<file path="config.mk">
export PLATFORM = sky130hd
export DESIGN_NAME = logic_cells
export DESIGN_NICKNAME = d
export VERILOG_FILES = /design/src/cell_pkg.sv /design/src/logic_cells.sv /design/src/route_pick.sv
export VERILOG_INCLUDE_DIRS = /design/src
export SDC_FILE = /design/constraint.sdc
export NUM_CORES = 1
export LEC_CHECK = 0
export ABC_AREA = 1
export BUFFER_PORTS_ARGS = -buffer_cell sky130_fd_sc_hd__buf_2
export CAP_MARGIN = 20
export CORE_ASPECT_RATIO = 1.4
export CORE_MARGIN = 2
export CORE_UTILIZATION = 45
export DETAILED_ROUTE_END_ITERATION = 8
export PLACE_DENSITY_LB_ADDON = 0.2
export SETUP_SLACK_MARGIN = 0.2
export SLEW_MARGIN = 10
export SYNTH_ARGS = -nofsm -noshare
export SYNTH_HDL_FRONTEND = slang
export SYNTH_HIERARCHICAL = 1
export SYNTH_SLANG_ARGS = --single-unit
</file>
<file path="constraint.sdc">
create_clock -name SYS_CLK -period 4.48 [get_ports SYS_CLK]
set_input_delay 0.448 -clock SYS_CLK [delete_from_list [all_inputs] [get_ports SYS_CLK]]
set_output_delay 0.448 -clock SYS_CLK [all_outputs]
set_load 0.005 [all_outputs]
</file>
<file path="src/cell_regs.svh">
// register offsets, field positions, reset values and routing source codes
`ifndef CELL_REGS_SVH
`define CELL_REGS_SVH

// register byte offsets on the apb bus
`define OFS_SIMPLE_SEL  12'h000
`define OFS_COMB_SEL    12'h004
`define OFS_SEQ_SEL     12'h008
`define OFS_SEQ_CTRL    12'h00c
`define OFS_DEC_SEL     12'h010
`define OFS_DEC_CTRL    12'h014
`define OFS_STATUS      12'h018

// every cell input is a 4-bit source select, field i at bit 4*i
`define SEL_W           4
`define SIMPLE_INPUTS   8
`define COMB_INPUTS     8
`define SEQ_INPUTS      8
`define DEC_INPUTS      7

// sequential cell control fields
`define SEQ_CLK_LSB     0
`define SEQ_MODE_LSB    4
`define SEQ_POL_BIT     6

// wide-decode control field
`define DEC_INV_BIT     0

// status fields
`define ST_SIMPLE_BIT   0
`define ST_COMB_BIT     1
`define ST_SEQ_BIT      2
`define ST_DEC_BIT      3
`define ST_STORE_BIT    4
`define ST_PINS_LSB     8

// reset values: all inputs tied low, storage bypassed, clock active high
`define RST_SEL         32'h0000_0000
`define RST_SEQ_CTRL    32'h0000_0070
`define RST_DEC_CTRL    32'h0000_0000

// routing source codes seen by every cell input
`define SRC_ZERO        4'h0
`define SRC_ONE         4'h1
`define SRC_FB_SIMPLE   4'h2
`define SRC_FB_COMB     4'h3
`define SRC_FB_SEQ      4'h4
`define SRC_DECODE      4'h5
`define SRC_PIN0        4'h8
`define SRC_COUNT       16
`define ROUTE_PINS      8

`endif

</file>
<file path="src/cell_pkg.sv">
// types shared by the configurable logic cells
package cell_pkg;

    // storage element mode of the sequential cell, gray along reg-latch-bypass
    typedef enum logic [1:0] {
        MODE_REG    = 2'b00,
        MODE_LATCH  = 2'b01,
        MODE_BYPASS = 2'b11
    } seq_mode_t;

    typedef logic [3:0] src_idx_t;

endpackage : cell_pkg

</file>
<file path="src/logic_cells.sv">
// configurable logic cells (simple, combinatorial, sequential, wide decode) behind apb
`include "cell_regs.svh"

module logic_cells
    import cell_pkg::*;
(
    input  wire logic        SYS_CLK,
    input  wire logic        RST_N,
    input  wire logic        PSEL,
    input  wire logic        PENABLE,
    input  wire logic        PWRITE,
    input  wire logic [11:0] PADDR,
    input  wire logic [31:0] PWDATA,
    output logic      [31:0] PRDATA,
    output logic             PREADY,
    output logic             PSLVERR,
    input  wire logic [7:0]  ROUTE_IN,
    output logic             SIMPLE_OUT,
    output logic             COMB_OUT,
    output logic             SEQ_OUT,
    output logic             DECODE_OUT,
    output logic             DECODE_PAD
);

    // configuration registers
    logic [31:0] simple_sel_reg;
    logic [31:0] comb_sel_reg;
    logic [31:0] seq_sel_reg;
    logic [31:0] seq_ctrl_reg;
    logic [27:0] dec_sel_reg;
    logic        dec_inv_reg;

    // apb read path
    logic [31:0] prdata_reg;
    logic        pslverr_reg;
    logic [31:0] rdata_next;
    logic        addr_ok;

    // cell state and routing
    logic        fb_simple_reg;
    logic        fb_comb_reg;
    logic        fb_seq_reg;
    logic        fb_dec_reg;
    logic        store_reg;
    logic        clk_prev_reg;
    logic [`SRC_COUNT-1:0] src_cell;
    logic [`SRC_COUNT-1:0] src_dec;

    // picked inputs of each cell
    logic [`SIMPLE_INPUTS-1:0] s_in;
    logic [`COMB_INPUTS-1:0]   c_in;
    logic [`SEQ_INPUTS-1:0]    q_in;
    logic [`DEC_INPUTS-1:0]    w_in;
    logic                      q_clk;

    // cell internals
    logic      s_m0;
    logic      s_m1;
    logic      c_sel1;
    logic      c_sel2;
    logic      q_sel1;
    logic      q_sel2;
    logic      q_front;
    logic      q_rst;
    logic      q_level;
    logic      q_edge;
    logic      dec_and;
    logic      dec_out;
    seq_mode_t seq_mode;
    logic      seq_pol;
    logic      apb_wr;
    logic      apb_setup;

    // ---------------------------------------------------------------
    // apb slave: zero wait states, read data captured in the setup cycle
    // ---------------------------------------------------------------
    assign apb_wr    = PSEL & PENABLE & PWRITE;
    assign apb_setup = PSEL & ~PENABLE;

    // decode of the mapped offsets; anything else answers with an error
    always_comb begin
        addr_ok    = 1'b1;
        rdata_next = 32'h0000_0000;
        unique case (PADDR)
            `OFS_SIMPLE_SEL: rdata_next = simple_sel_reg;
            `OFS_COMB_SEL:   rdata_next = comb_sel_reg;
            `OFS_SEQ_SEL:    rdata_next = seq_sel_reg;
            `OFS_SEQ_CTRL:   rdata_next = {25'h000_0000, seq_ctrl_reg[6:0]};
            `OFS_DEC_SEL:    rdata_next = {4'h0, dec_sel_reg};
            `OFS_DEC_CTRL:   rdata_next = {31'h0000_0000, dec_inv_reg};
            `OFS_STATUS: begin
                rdata_next[`ST_SIMPLE_BIT]                = SIMPLE_OUT;
                rdata_next[`ST_COMB_BIT]                  = COMB_OUT;
                rdata_next[`ST_SEQ_BIT]                   = SEQ_OUT;
                rdata_next[`ST_DEC_BIT]                   = dec_out;
                rdata_next[`ST_STORE_BIT]                 = store_reg;
                rdata_next[`ST_PINS_LSB +: `ROUTE_PINS]   = ROUTE_IN;
            end
            default: begin
                addr_ok = 1'b0;
            end
        endcase
    end

    // read data and error flag settle during setup, stand through access
    always_ff @(posedge SYS_CLK or negedge RST_N) begin
        if (!RST_N) begin
            prdata_reg  <= 32'h0000_0000;
            pslverr_reg <= 1'b0;
        end else if (apb_setup) begin
            prdata_reg  <= PWRITE ? 32'h0000_0000 : rdata_next;
            pslverr_reg <= ~addr_ok;
        end
    end

    assign PRDATA  = prdata_reg;
    assign PSLVERR = pslverr_reg & PSEL & PENABLE;
    assign PREADY  = 1'b1;  // the cells never need a wait state

    // simple cell selects
    always_ff @(posedge SYS_CLK or negedge RST_N) begin
        if (!RST_N) begin
            simple_sel_reg <= `RST_SEL;
        end else if (apb_wr && PADDR == `OFS_SIMPLE_SEL) begin
            simple_sel_reg <= PWDATA;
        end
    end

    // combinatorial cell selects
    always_ff @(posedge SYS_CLK or negedge RST_N) begin
        if (!RST_N) begin
            comb_sel_reg <= `RST_SEL;
        end else if (apb_wr && PADDR == `OFS_COMB_SEL) begin
            comb_sel_reg <= PWDATA;
        end
    end

    // sequential cell selects and storage control
    always_ff @(posedge SYS_CLK or negedge RST_N) begin
        if (!RST_N) begin
            seq_sel_reg  <= `RST_SEL;
            seq_ctrl_reg <= `RST_SEQ_CTRL;
        end else if (apb_wr && PADDR == `OFS_SEQ_SEL) begin
            seq_sel_reg <= PWDATA;
        end else if (apb_wr && PADDR == `OFS_SEQ_CTRL) begin
            seq_ctrl_reg <= {25'h000_0000, PWDATA[6:0]};
        end
    end

    // wide decode selects and inversion
    always_ff @(posedge SYS_CLK or negedge RST_N) begin
        if (!RST_N) begin
            dec_sel_reg <= 28'(`RST_SEL);
            dec_inv_reg <= 1'(`RST_DEC_CTRL >> `DEC_INV_BIT);
        end else if (apb_wr && PADDR == `OFS_DEC_SEL) begin
            dec_sel_reg <= PWDATA[27:0];
        end else if (apb_wr && PADDR == `OFS_DEC_CTRL) begin
            dec_inv_reg <= PWDATA[`DEC_INV_BIT];
        end
    end

    // ---------------------------------------------------------------
    // routing: constants, feedback of cell outputs, decode output, pins
    // ---------------------------------------------------------------
    // cell outputs come back through a flop so a cell can feed itself
    // without a combinational loop; this is the path a latch uses
    always_ff @(posedge SYS_CLK or negedge RST_N) begin
        if (!RST_N) begin
            fb_simple_reg <= 1'b0;
            fb_comb_reg   <= 1'b0;
            fb_seq_reg    <= 1'b0;
            fb_dec_reg    <= 1'b0;
        end else begin
            fb_simple_reg <= SIMPLE_OUT;
            fb_comb_reg   <= COMB_OUT;
            fb_seq_reg    <= SEQ_OUT;
            fb_dec_reg    <= dec_out;
        end
    end

    // source vector for the core cells; decode output enters live
    always_comb begin
        src_cell                                 = '0;
        src_cell[`SRC_ONE]                       = 1'b1;
        src_cell[`SRC_FB_SIMPLE]                 = fb_simple_reg;
        src_cell[`SRC_FB_COMB]                   = fb_comb_reg;
        src_cell[`SRC_FB_SEQ]                    = fb_seq_reg;
        src_cell[`SRC_DECODE]                    = dec_out;
        src_cell[`SRC_PIN0 +: `ROUTE_PINS]       = ROUTE_IN;
    end

    // the decode cell sees its own output only through the flop
    always_comb begin
        src_dec              = src_cell;
        src_dec[`SRC_DECODE] = fb_dec_reg;
    end

    // crosspoints of the simple cell
    for (genvar i = 0; i < `SIMPLE_INPUTS; i++) begin : g_simple
        route_pick #(
            .SRC_W (`SRC_COUNT),
            .IDX_W (`SEL_W)
        ) u_pick (
            .src     (src_cell),
            .idx     (simple_sel_reg[i*`SEL_W +: `SEL_W]),
            .bit_out (s_in[i])
        );
    end

    // crosspoints of the combinatorial cell
    for (genvar i = 0; i < `COMB_INPUTS; i++) begin : g_comb
        route_pick #(
            .SRC_W (`SRC_COUNT),
            .IDX_W (`SEL_W)
        ) u_pick (
            .src     (src_cell),
            .idx     (comb_sel_reg[i*`SEL_W +: `SEL_W]),
            .bit_out (c_in[i])
        );
    end

    // crosspoints of the sequential cell front end
    for (genvar i = 0; i < `SEQ_INPUTS; i++) begin : g_seq
        route_pick #(
            .SRC_W (`SRC_COUNT),
            .IDX_W (`SEL_W)
        ) u_pick (
            .src     (src_cell),
            .idx     (seq_sel_reg[i*`SEL_W +: `SEL_W]),
            .bit_out (q_in[i])
        );
    end

    // crosspoint of the storage clock, any routed signal may clock it
    route_pick #(
        .SRC_W (`SRC_COUNT),
        .IDX_W (`SEL_W)
    ) u_pick_clk (
        .src     (src_cell),
        .idx     (seq_ctrl_reg[`SEQ_CLK_LSB +: `SEL_W]),
        .bit_out (q_clk)
    );

    // crosspoints of the wide decode cell
    for (genvar i = 0; i < `DEC_INPUTS; i++) begin : g_dec
        route_pick #(
            .SRC_W (`SRC_COUNT),
            .IDX_W (`SEL_W)
        ) u_pick (
            .src     (src_dec),
            .idx     (dec_sel_reg[i*`SEL_W +: `SEL_W]),
            .bit_out (w_in[i])
        );
    end

    // ---------------------------------------------------------------
    // simple cell: inputs d0 d1 d2 d3 sa sb s0 s1 (picks 0..7)
    // ---------------------------------------------------------------
    // separate first-level selects let one cell hold a latch bit
    always_comb begin
        s_m0       = s_in[4] ? s_in[1] : s_in[0];
        s_m1       = s_in[5] ? s_in[3] : s_in[2];
        SIMPLE_OUT = (s_in[6] | s_in[7]) ? s_m1 : s_m0;
    end

    // ---------------------------------------------------------------
    // combinatorial cell: inputs d0 d1 d2 d3 a0 b0 a1 b1 (picks 0..7)
    // ---------------------------------------------------------------
    // the and gate on a0/b0 costs the separate selects but buys 5-input gates
    always_comb begin
        c_sel1   = c_in[4] & c_in[5];
        c_sel2   = c_in[6] | c_in[7];
        COMB_OUT = c_sel2 ? (c_sel1 ? c_in[3] : c_in[2])
                          : (c_sel1 ? c_in[1] : c_in[0]);
    end

    // ---------------------------------------------------------------
    // sequential cell: inputs d0 d1 d2 d3 a0 b0 a1 b1 (picks 0..7)
    // b0 is the storage reset unless the storage is bypassed
    // ---------------------------------------------------------------
    assign seq_mode = (seq_ctrl_reg[`SEQ_MODE_LSB +: 2] == 2'b10)
                    ? MODE_BYPASS
                    : seq_mode_t'(seq_ctrl_reg[`SEQ_MODE_LSB +: 2]);
    assign seq_pol  = seq_ctrl_reg[`SEQ_POL_BIT];

    // front end: the select gate is dropped while b0 serves as reset
    always_comb begin
        if (seq_mode == MODE_BYPASS) begin
            q_sel1 = q_in[4] & q_in[5];
            q_rst  = 1'b0;
        end else begin
            q_sel1 = q_in[4];
            q_rst  = q_in[5];
        end
        q_sel2  = q_in[6] | q_in[7];
        q_front = q_sel2 ? (q_sel1 ? q_in[3] : q_in[2])
                         : (q_sel1 ? q_in[1] : q_in[0]);
    end

    // active level and active edge of the routed clock, per polarity
    always_comb begin
        q_level = (q_clk == seq_pol);
        q_edge  = (q_clk == seq_pol) && (clk_prev_reg != seq_pol);
    end

    // the routed clock is sampled on the system clock, so its edges are seen
    // one system cycle late and pulses shorter than a cycle are lost
    always_ff @(posedge SYS_CLK or negedge RST_N) begin
        if (!RST_N) begin
            clk_prev_reg <= 1'b0;
        end else begin
            clk_prev_reg <= q_clk;
        end
    end

    // storage element: register on the active edge, latch while level active
    always_ff @(posedge SYS_CLK or negedge RST_N) begin
        if (!RST_N) begin
            store_reg <= 1'b0;
        end else if (q_rst) begin
            store_reg <= 1'b0;
        end else begin
            unique case (seq_mode)
                MODE_REG: begin
                    if (q_edge) begin
                        store_reg <= q_front;
                    end
                end
                MODE_LATCH: begin
                    if (q_level) begin
                        store_reg <= q_front;
                    end
                end
                MODE_BYPASS: begin
                    store_reg <= 1'b0;  // unused, kept cleared
                end
            endcase
        end
    end

    // output: stored value, live data while a latch is open, or bypass
    always_comb begin
        unique case (seq_mode)
            MODE_REG:    SEQ_OUT = q_rst ? 1'b0 : store_reg;
            MODE_LATCH:  SEQ_OUT = q_rst ? 1'b0
                                 : (q_level ? q_front : store_reg);
            MODE_BYPASS: SEQ_OUT = q_front;
        endcase
    end

    // ---------------------------------------------------------------
    // wide decode cell: seven-input and, optional inversion
    // ---------------------------------------------------------------
    always_comb begin
        dec_and = &w_in;
        dec_out = dec_and ^ dec_inv_reg;
    end

    // dedicated pad path: no routing stage between the gate and the pad
    assign DECODE_PAD = dec_out;
    // copy offered to the core side for monitoring
    assign DECODE_OUT = dec_out;

endmodule : logic_cells

</file>
<file path="src/route_pick.sv">
// one routing crosspoint: picks a single source bit for one cell input
module route_pick #(
    parameter int SRC_W = 16,
    parameter int IDX_W = 4
) (
    input  wire logic [SRC_W-1:0] src,
    input  wire logic [IDX_W-1:0] idx,
    output logic                  bit_out
);

    // a code past the source vector reads as a tied-low input
    always_comb begin
        if (32'(idx) < SRC_W) begin
            bit_out = src[idx];
        end else begin
            bit_out = 1'b0;
        end
    end

endmodule : route_pick

</file>
==> results.md <==
* Vias in the first global route at about 15k
* Antenna Cells at 0
* Critical Path Most Common Cell: sky130_fd_sc_hd__nand3_1
* RSZ-0062 raised after global routing: yes
* Number of port buffers at 94
* Worst reg-to-reg path cell count at 28
* Endpoint of the worst-slack reg-to-reg timing path: PRDATA[0]$_DFFE_PN0P_
* Number of antenna violations at the first check in global routing at 0
* Clock network latency to the later pin of the worst-skew pair at around 470 ps
* Grt total ovfl at 0
* Logic depth of the worst path, buffers included at 26
* Largest area contributor in the netlist: sky130_fd_sc_hd__dfrtp_1
* Hold WC Path Type: in -> async
* Sink Count at between 150 and 200
* Clock buffers created by TritonCTS at 17
* ANT nets after route at 0
* Launch instance of the worst register-to-register path: dec_sel_reg[9]$_DFFE_PN0P_
* Total placed cells including tap cells at approximately 3.1k
* Relative slew slack at 36.7%
* Cell with the largest stage delay on the worst path: sky130_fd_sc_hd__dfrtp_1
* Critical path launch point: dec_sel_reg[9]$_DFFE_PN0P_
* Wirelength, routed at 51.5 mm
* Place WS at about 250 ps
* Topmost layer with routed signal wires: met4
* Setup crit start kind: register
* Final number of max-transition violations at 0
* Sequential cell area at between 4000 and 5000 um2
* Top-level port count at between 90 and 100
* Count of vias placed by the detailed router at between 15k and 20k
* Post-placement cell area at around 16,000 um2
* Setup slack, reg-to-reg at around 910 ps
* Width of the chip at between 150 and 200 um
* Final critical delay including setup and external delays at 4050 ps
* Clk slew on worst S/H paths at about 70 ps
* Relative contribution of the clock network to total power at a little over two fifths
* Switching power summed over all nets at between 1 and 1.5 mW
* Most frequent cell after synthesis: sky130_fd_sc_hd__nand2_1
* Design Power at about 3.7 mW
* Routability congestion estimate at ~0.97
* Post-Syn Instances at 2,508
* Unique masters post-synth at 32
* Detailed-route wire length on metal 1 at ~20 mm
* Filler cell count in the final layout at 3,298
* Number of nets in the finished design at about 2.8k
* Filler-free cell count of the finished design at roughly 3.2k
* Worst path setup slack after routing at ~430 ps
* Area growth from synthesis to final layout at 13.5%
* Number of iterations in the first detailed-routing pass at 6
* Hold buffer count at cts at 0
* Most used flip-flop cell after synthesis: sky130_fd_sc_hd__dfrtp_1
* Proportion of netlist area held by the largest area contributor at ~28%
* EDFF count, synth at 0
* Number of max-cap violations at 0
* Combinational Power Share at 14.8%
* Clock tree root buffer cell: sky130_fd_sc_hd__clkbuf_16
* Placed wire-length estimate at between 30 and 40 mm
* Leakage power at about 9 nW
* Number of failing setup endpoints in the final timing report at 0
* Share of final-layout standard cells stronger than drive strength 1 at about 18%
* Post-synthesis instance area at 14,900 um2
* Tcrit/Tclk final at 90.4%
* Crit. End Element: primary output
* Internal Power at roughly 2.6 mW
* Power share of the sequential group at 42.6%
* Power density over the cells at approximately 220 nW/um2
* Total number of yosys warnings at 6
* Mean post-synth cell area at 5.95 um2
* CTS tree: built
* Via-to-Cell Ratio at around 5
* Hold_ws at roughly 80 ps
* Overall die area at between 30,000 and 40,000 um2
* Std-Cell Rows at 78
* Status: finished, final reports clean
* Net switching share of the total power at between 20% and 30%
* Proportion of register bits with asynchronous set or reset after synthesis at between 90% and 100%
* WP buf/inv at 7
* Top cells by instance count after synthesis: sky130_fd_sc_hd__nand2_1, sky130_fd_sc_hd__inv_1, sky130_fd_sc_hd__nand3_1
* First-pass GRT wire length at 80.3 mm
* Final setup skew at between 10 and 15 ps
* Number of hold-slack violations in the final timing report at 0
* CTS max path bufs at 2
* Seq cells post-synth at 171
* Effective utilization at floorplan at between 40% and 50%
* Upper clock frequency limit at ~250 MHz
* Required arrival time at the worst endpoint at around 4000 ps
* Worst Path Arrival at roughly 3600 ps
* Final standard cell area without fillers at about 17,000 um2
* Worst VDD drop at 0.000200 V
* Iteration-0 DRC Markers at approximately 1.6k
* Fin Setup TNS at 0 ps
* H-tree depth at 4
* End point of the critical path: SEQ_OUT
* Kind of critical path: reg -> out
* CP delay by family, top: simple AND/OR/NAND/NOR gates
* Pin count of the biggest net entering global routing at between 90 and 100
* Area of the multi-input gates at slightly above 8000 um2
* GRT Total Usage at between 30% and 40%
* Die boundary height at 219 um
* Share of the core filled with cells in the final layout at roughly 52%
* Proportion of synthesized chip area in sequential cells at around 29%
* Final routed DRC violation total at 0
* Core outline area at between 30,000 and 40,000 um2
* Largest stage delay, worst path at ~490 ps
* Top cells by area, synth: sky130_fd_sc_hd__dfrtp_1, sky130_fd_sc_hd__nand2_1, sky130_fd_sc_hd__nand3_1, sky130_fd_sc_hd__inv_1, sky130_fd_sc_hd__nand2_2
* WL met2 at between 20 and 25 mm
* Total length of routed met3 wires at ~3.7 mm
* Largest driver fanout on the critical path at 12
* Wire per inst at approximately 16 um
* Slew of the pin with the lowest slew margin at between 900 and 1000 ps
[cells in the final DEF (no fill, tap or decap), drive strengths merged, types with 17 or more instances in the layout]
master,instances
a21oi,17
buf,145
clkbuf,18
conb,129
dfrtp,168
inv,586
nand2,1005
nand3,413
nor2,38
o21ai,161
[layout make-up]
class,count,area share (%)
multi-input cells,1802,48.1
flip-flops and latches,171,25.4
inverters,586,14.4
repair buffers,145,5.31
well taps,440,3.25
clock buffers,18,2.53
clock inverters,14,0.997
[worst min path at each step]
| stage | start | end | slack [ps] |
|---|---|---|---|
| floorplan | RST_N | PRDATA[0]$_DFFE_PN0P_ | 150 |
| global placement | PRDATA[10]$_DFFE_PN0P_ | PRDATA[10]$_DFFE_PN0P_ | 460 |
| detailed placement | PRDATA[10]$_DFFE_PN0P_ | PRDATA[10]$_DFFE_PN0P_ | 460 |
| CTS | RST_N | dec_sel_reg[24]$_DFFE_PN0P_ | 140 |
| global route | RST_N | comb_sel_reg[22]$_DFFE_PN0P_ | 180 |
| finish | RST_N | comb_sel_reg[22]$_DFFE_PN0P_ | 80 |
[power by group through the flow]
| stage | sequential [mW] | clock, mW | combinational [mW] |
|---|---|---|---|
| after global placement | 1.60 | 0 | 0.500 |
| after detailed placement | 1.60 | 0 | 0.508 |
| final | 1.57 | 1.56 | 0.542 |
| after global routing | 1.56 | 1.65 | 0.603 |
| after floorplan | 1.60 | 0 | 0.275 |
| after CTS | 1.56 | 1.59 | 0.521 |
[worst register-to-register path: cells and delay by family, from the launching register on]
family	cells	cell delay, ps
simple gates	19	1680
buf+inv	6	810
flops	1	490
compound gates	2	370
xor+xnor	1	160
[layer usage]
layer | GRT usage, % | up-vias
met1 | 37.3 | 7211
met3 | 4.46 | 141
li1 | - | 7895
met4 | 14.9 | 0
met5 | 0 | -
met2 | 51.3 | 686
[cells by family (layout without fill, tap and decap cells)]
family / count (synthesis) / in the layout / share of synthesized area [%]
other cells: 2 / 129 / 0.0503
flops: 171 / 171 / 28.7
xor+xnor: 1 / 1 / 0.0587
compound gates: 193 / 193 / 6.73
simple gates: 1478 / 1478 / 44.1
buf+inv: 662 / 763 / 20.3
mux: 1 / 1 / 0.0671
[repair_timing]
| item | in CTS | in global routing |
|---|---|---|
| pin swaps | 0 | 4 |
| setup endpoints to repair | 3 | 3 |
| resized for setup | 11 | 22 |
| setup buffers | 6 | 4 |
No activity file was read; power rests on OpenSTA's default activity.
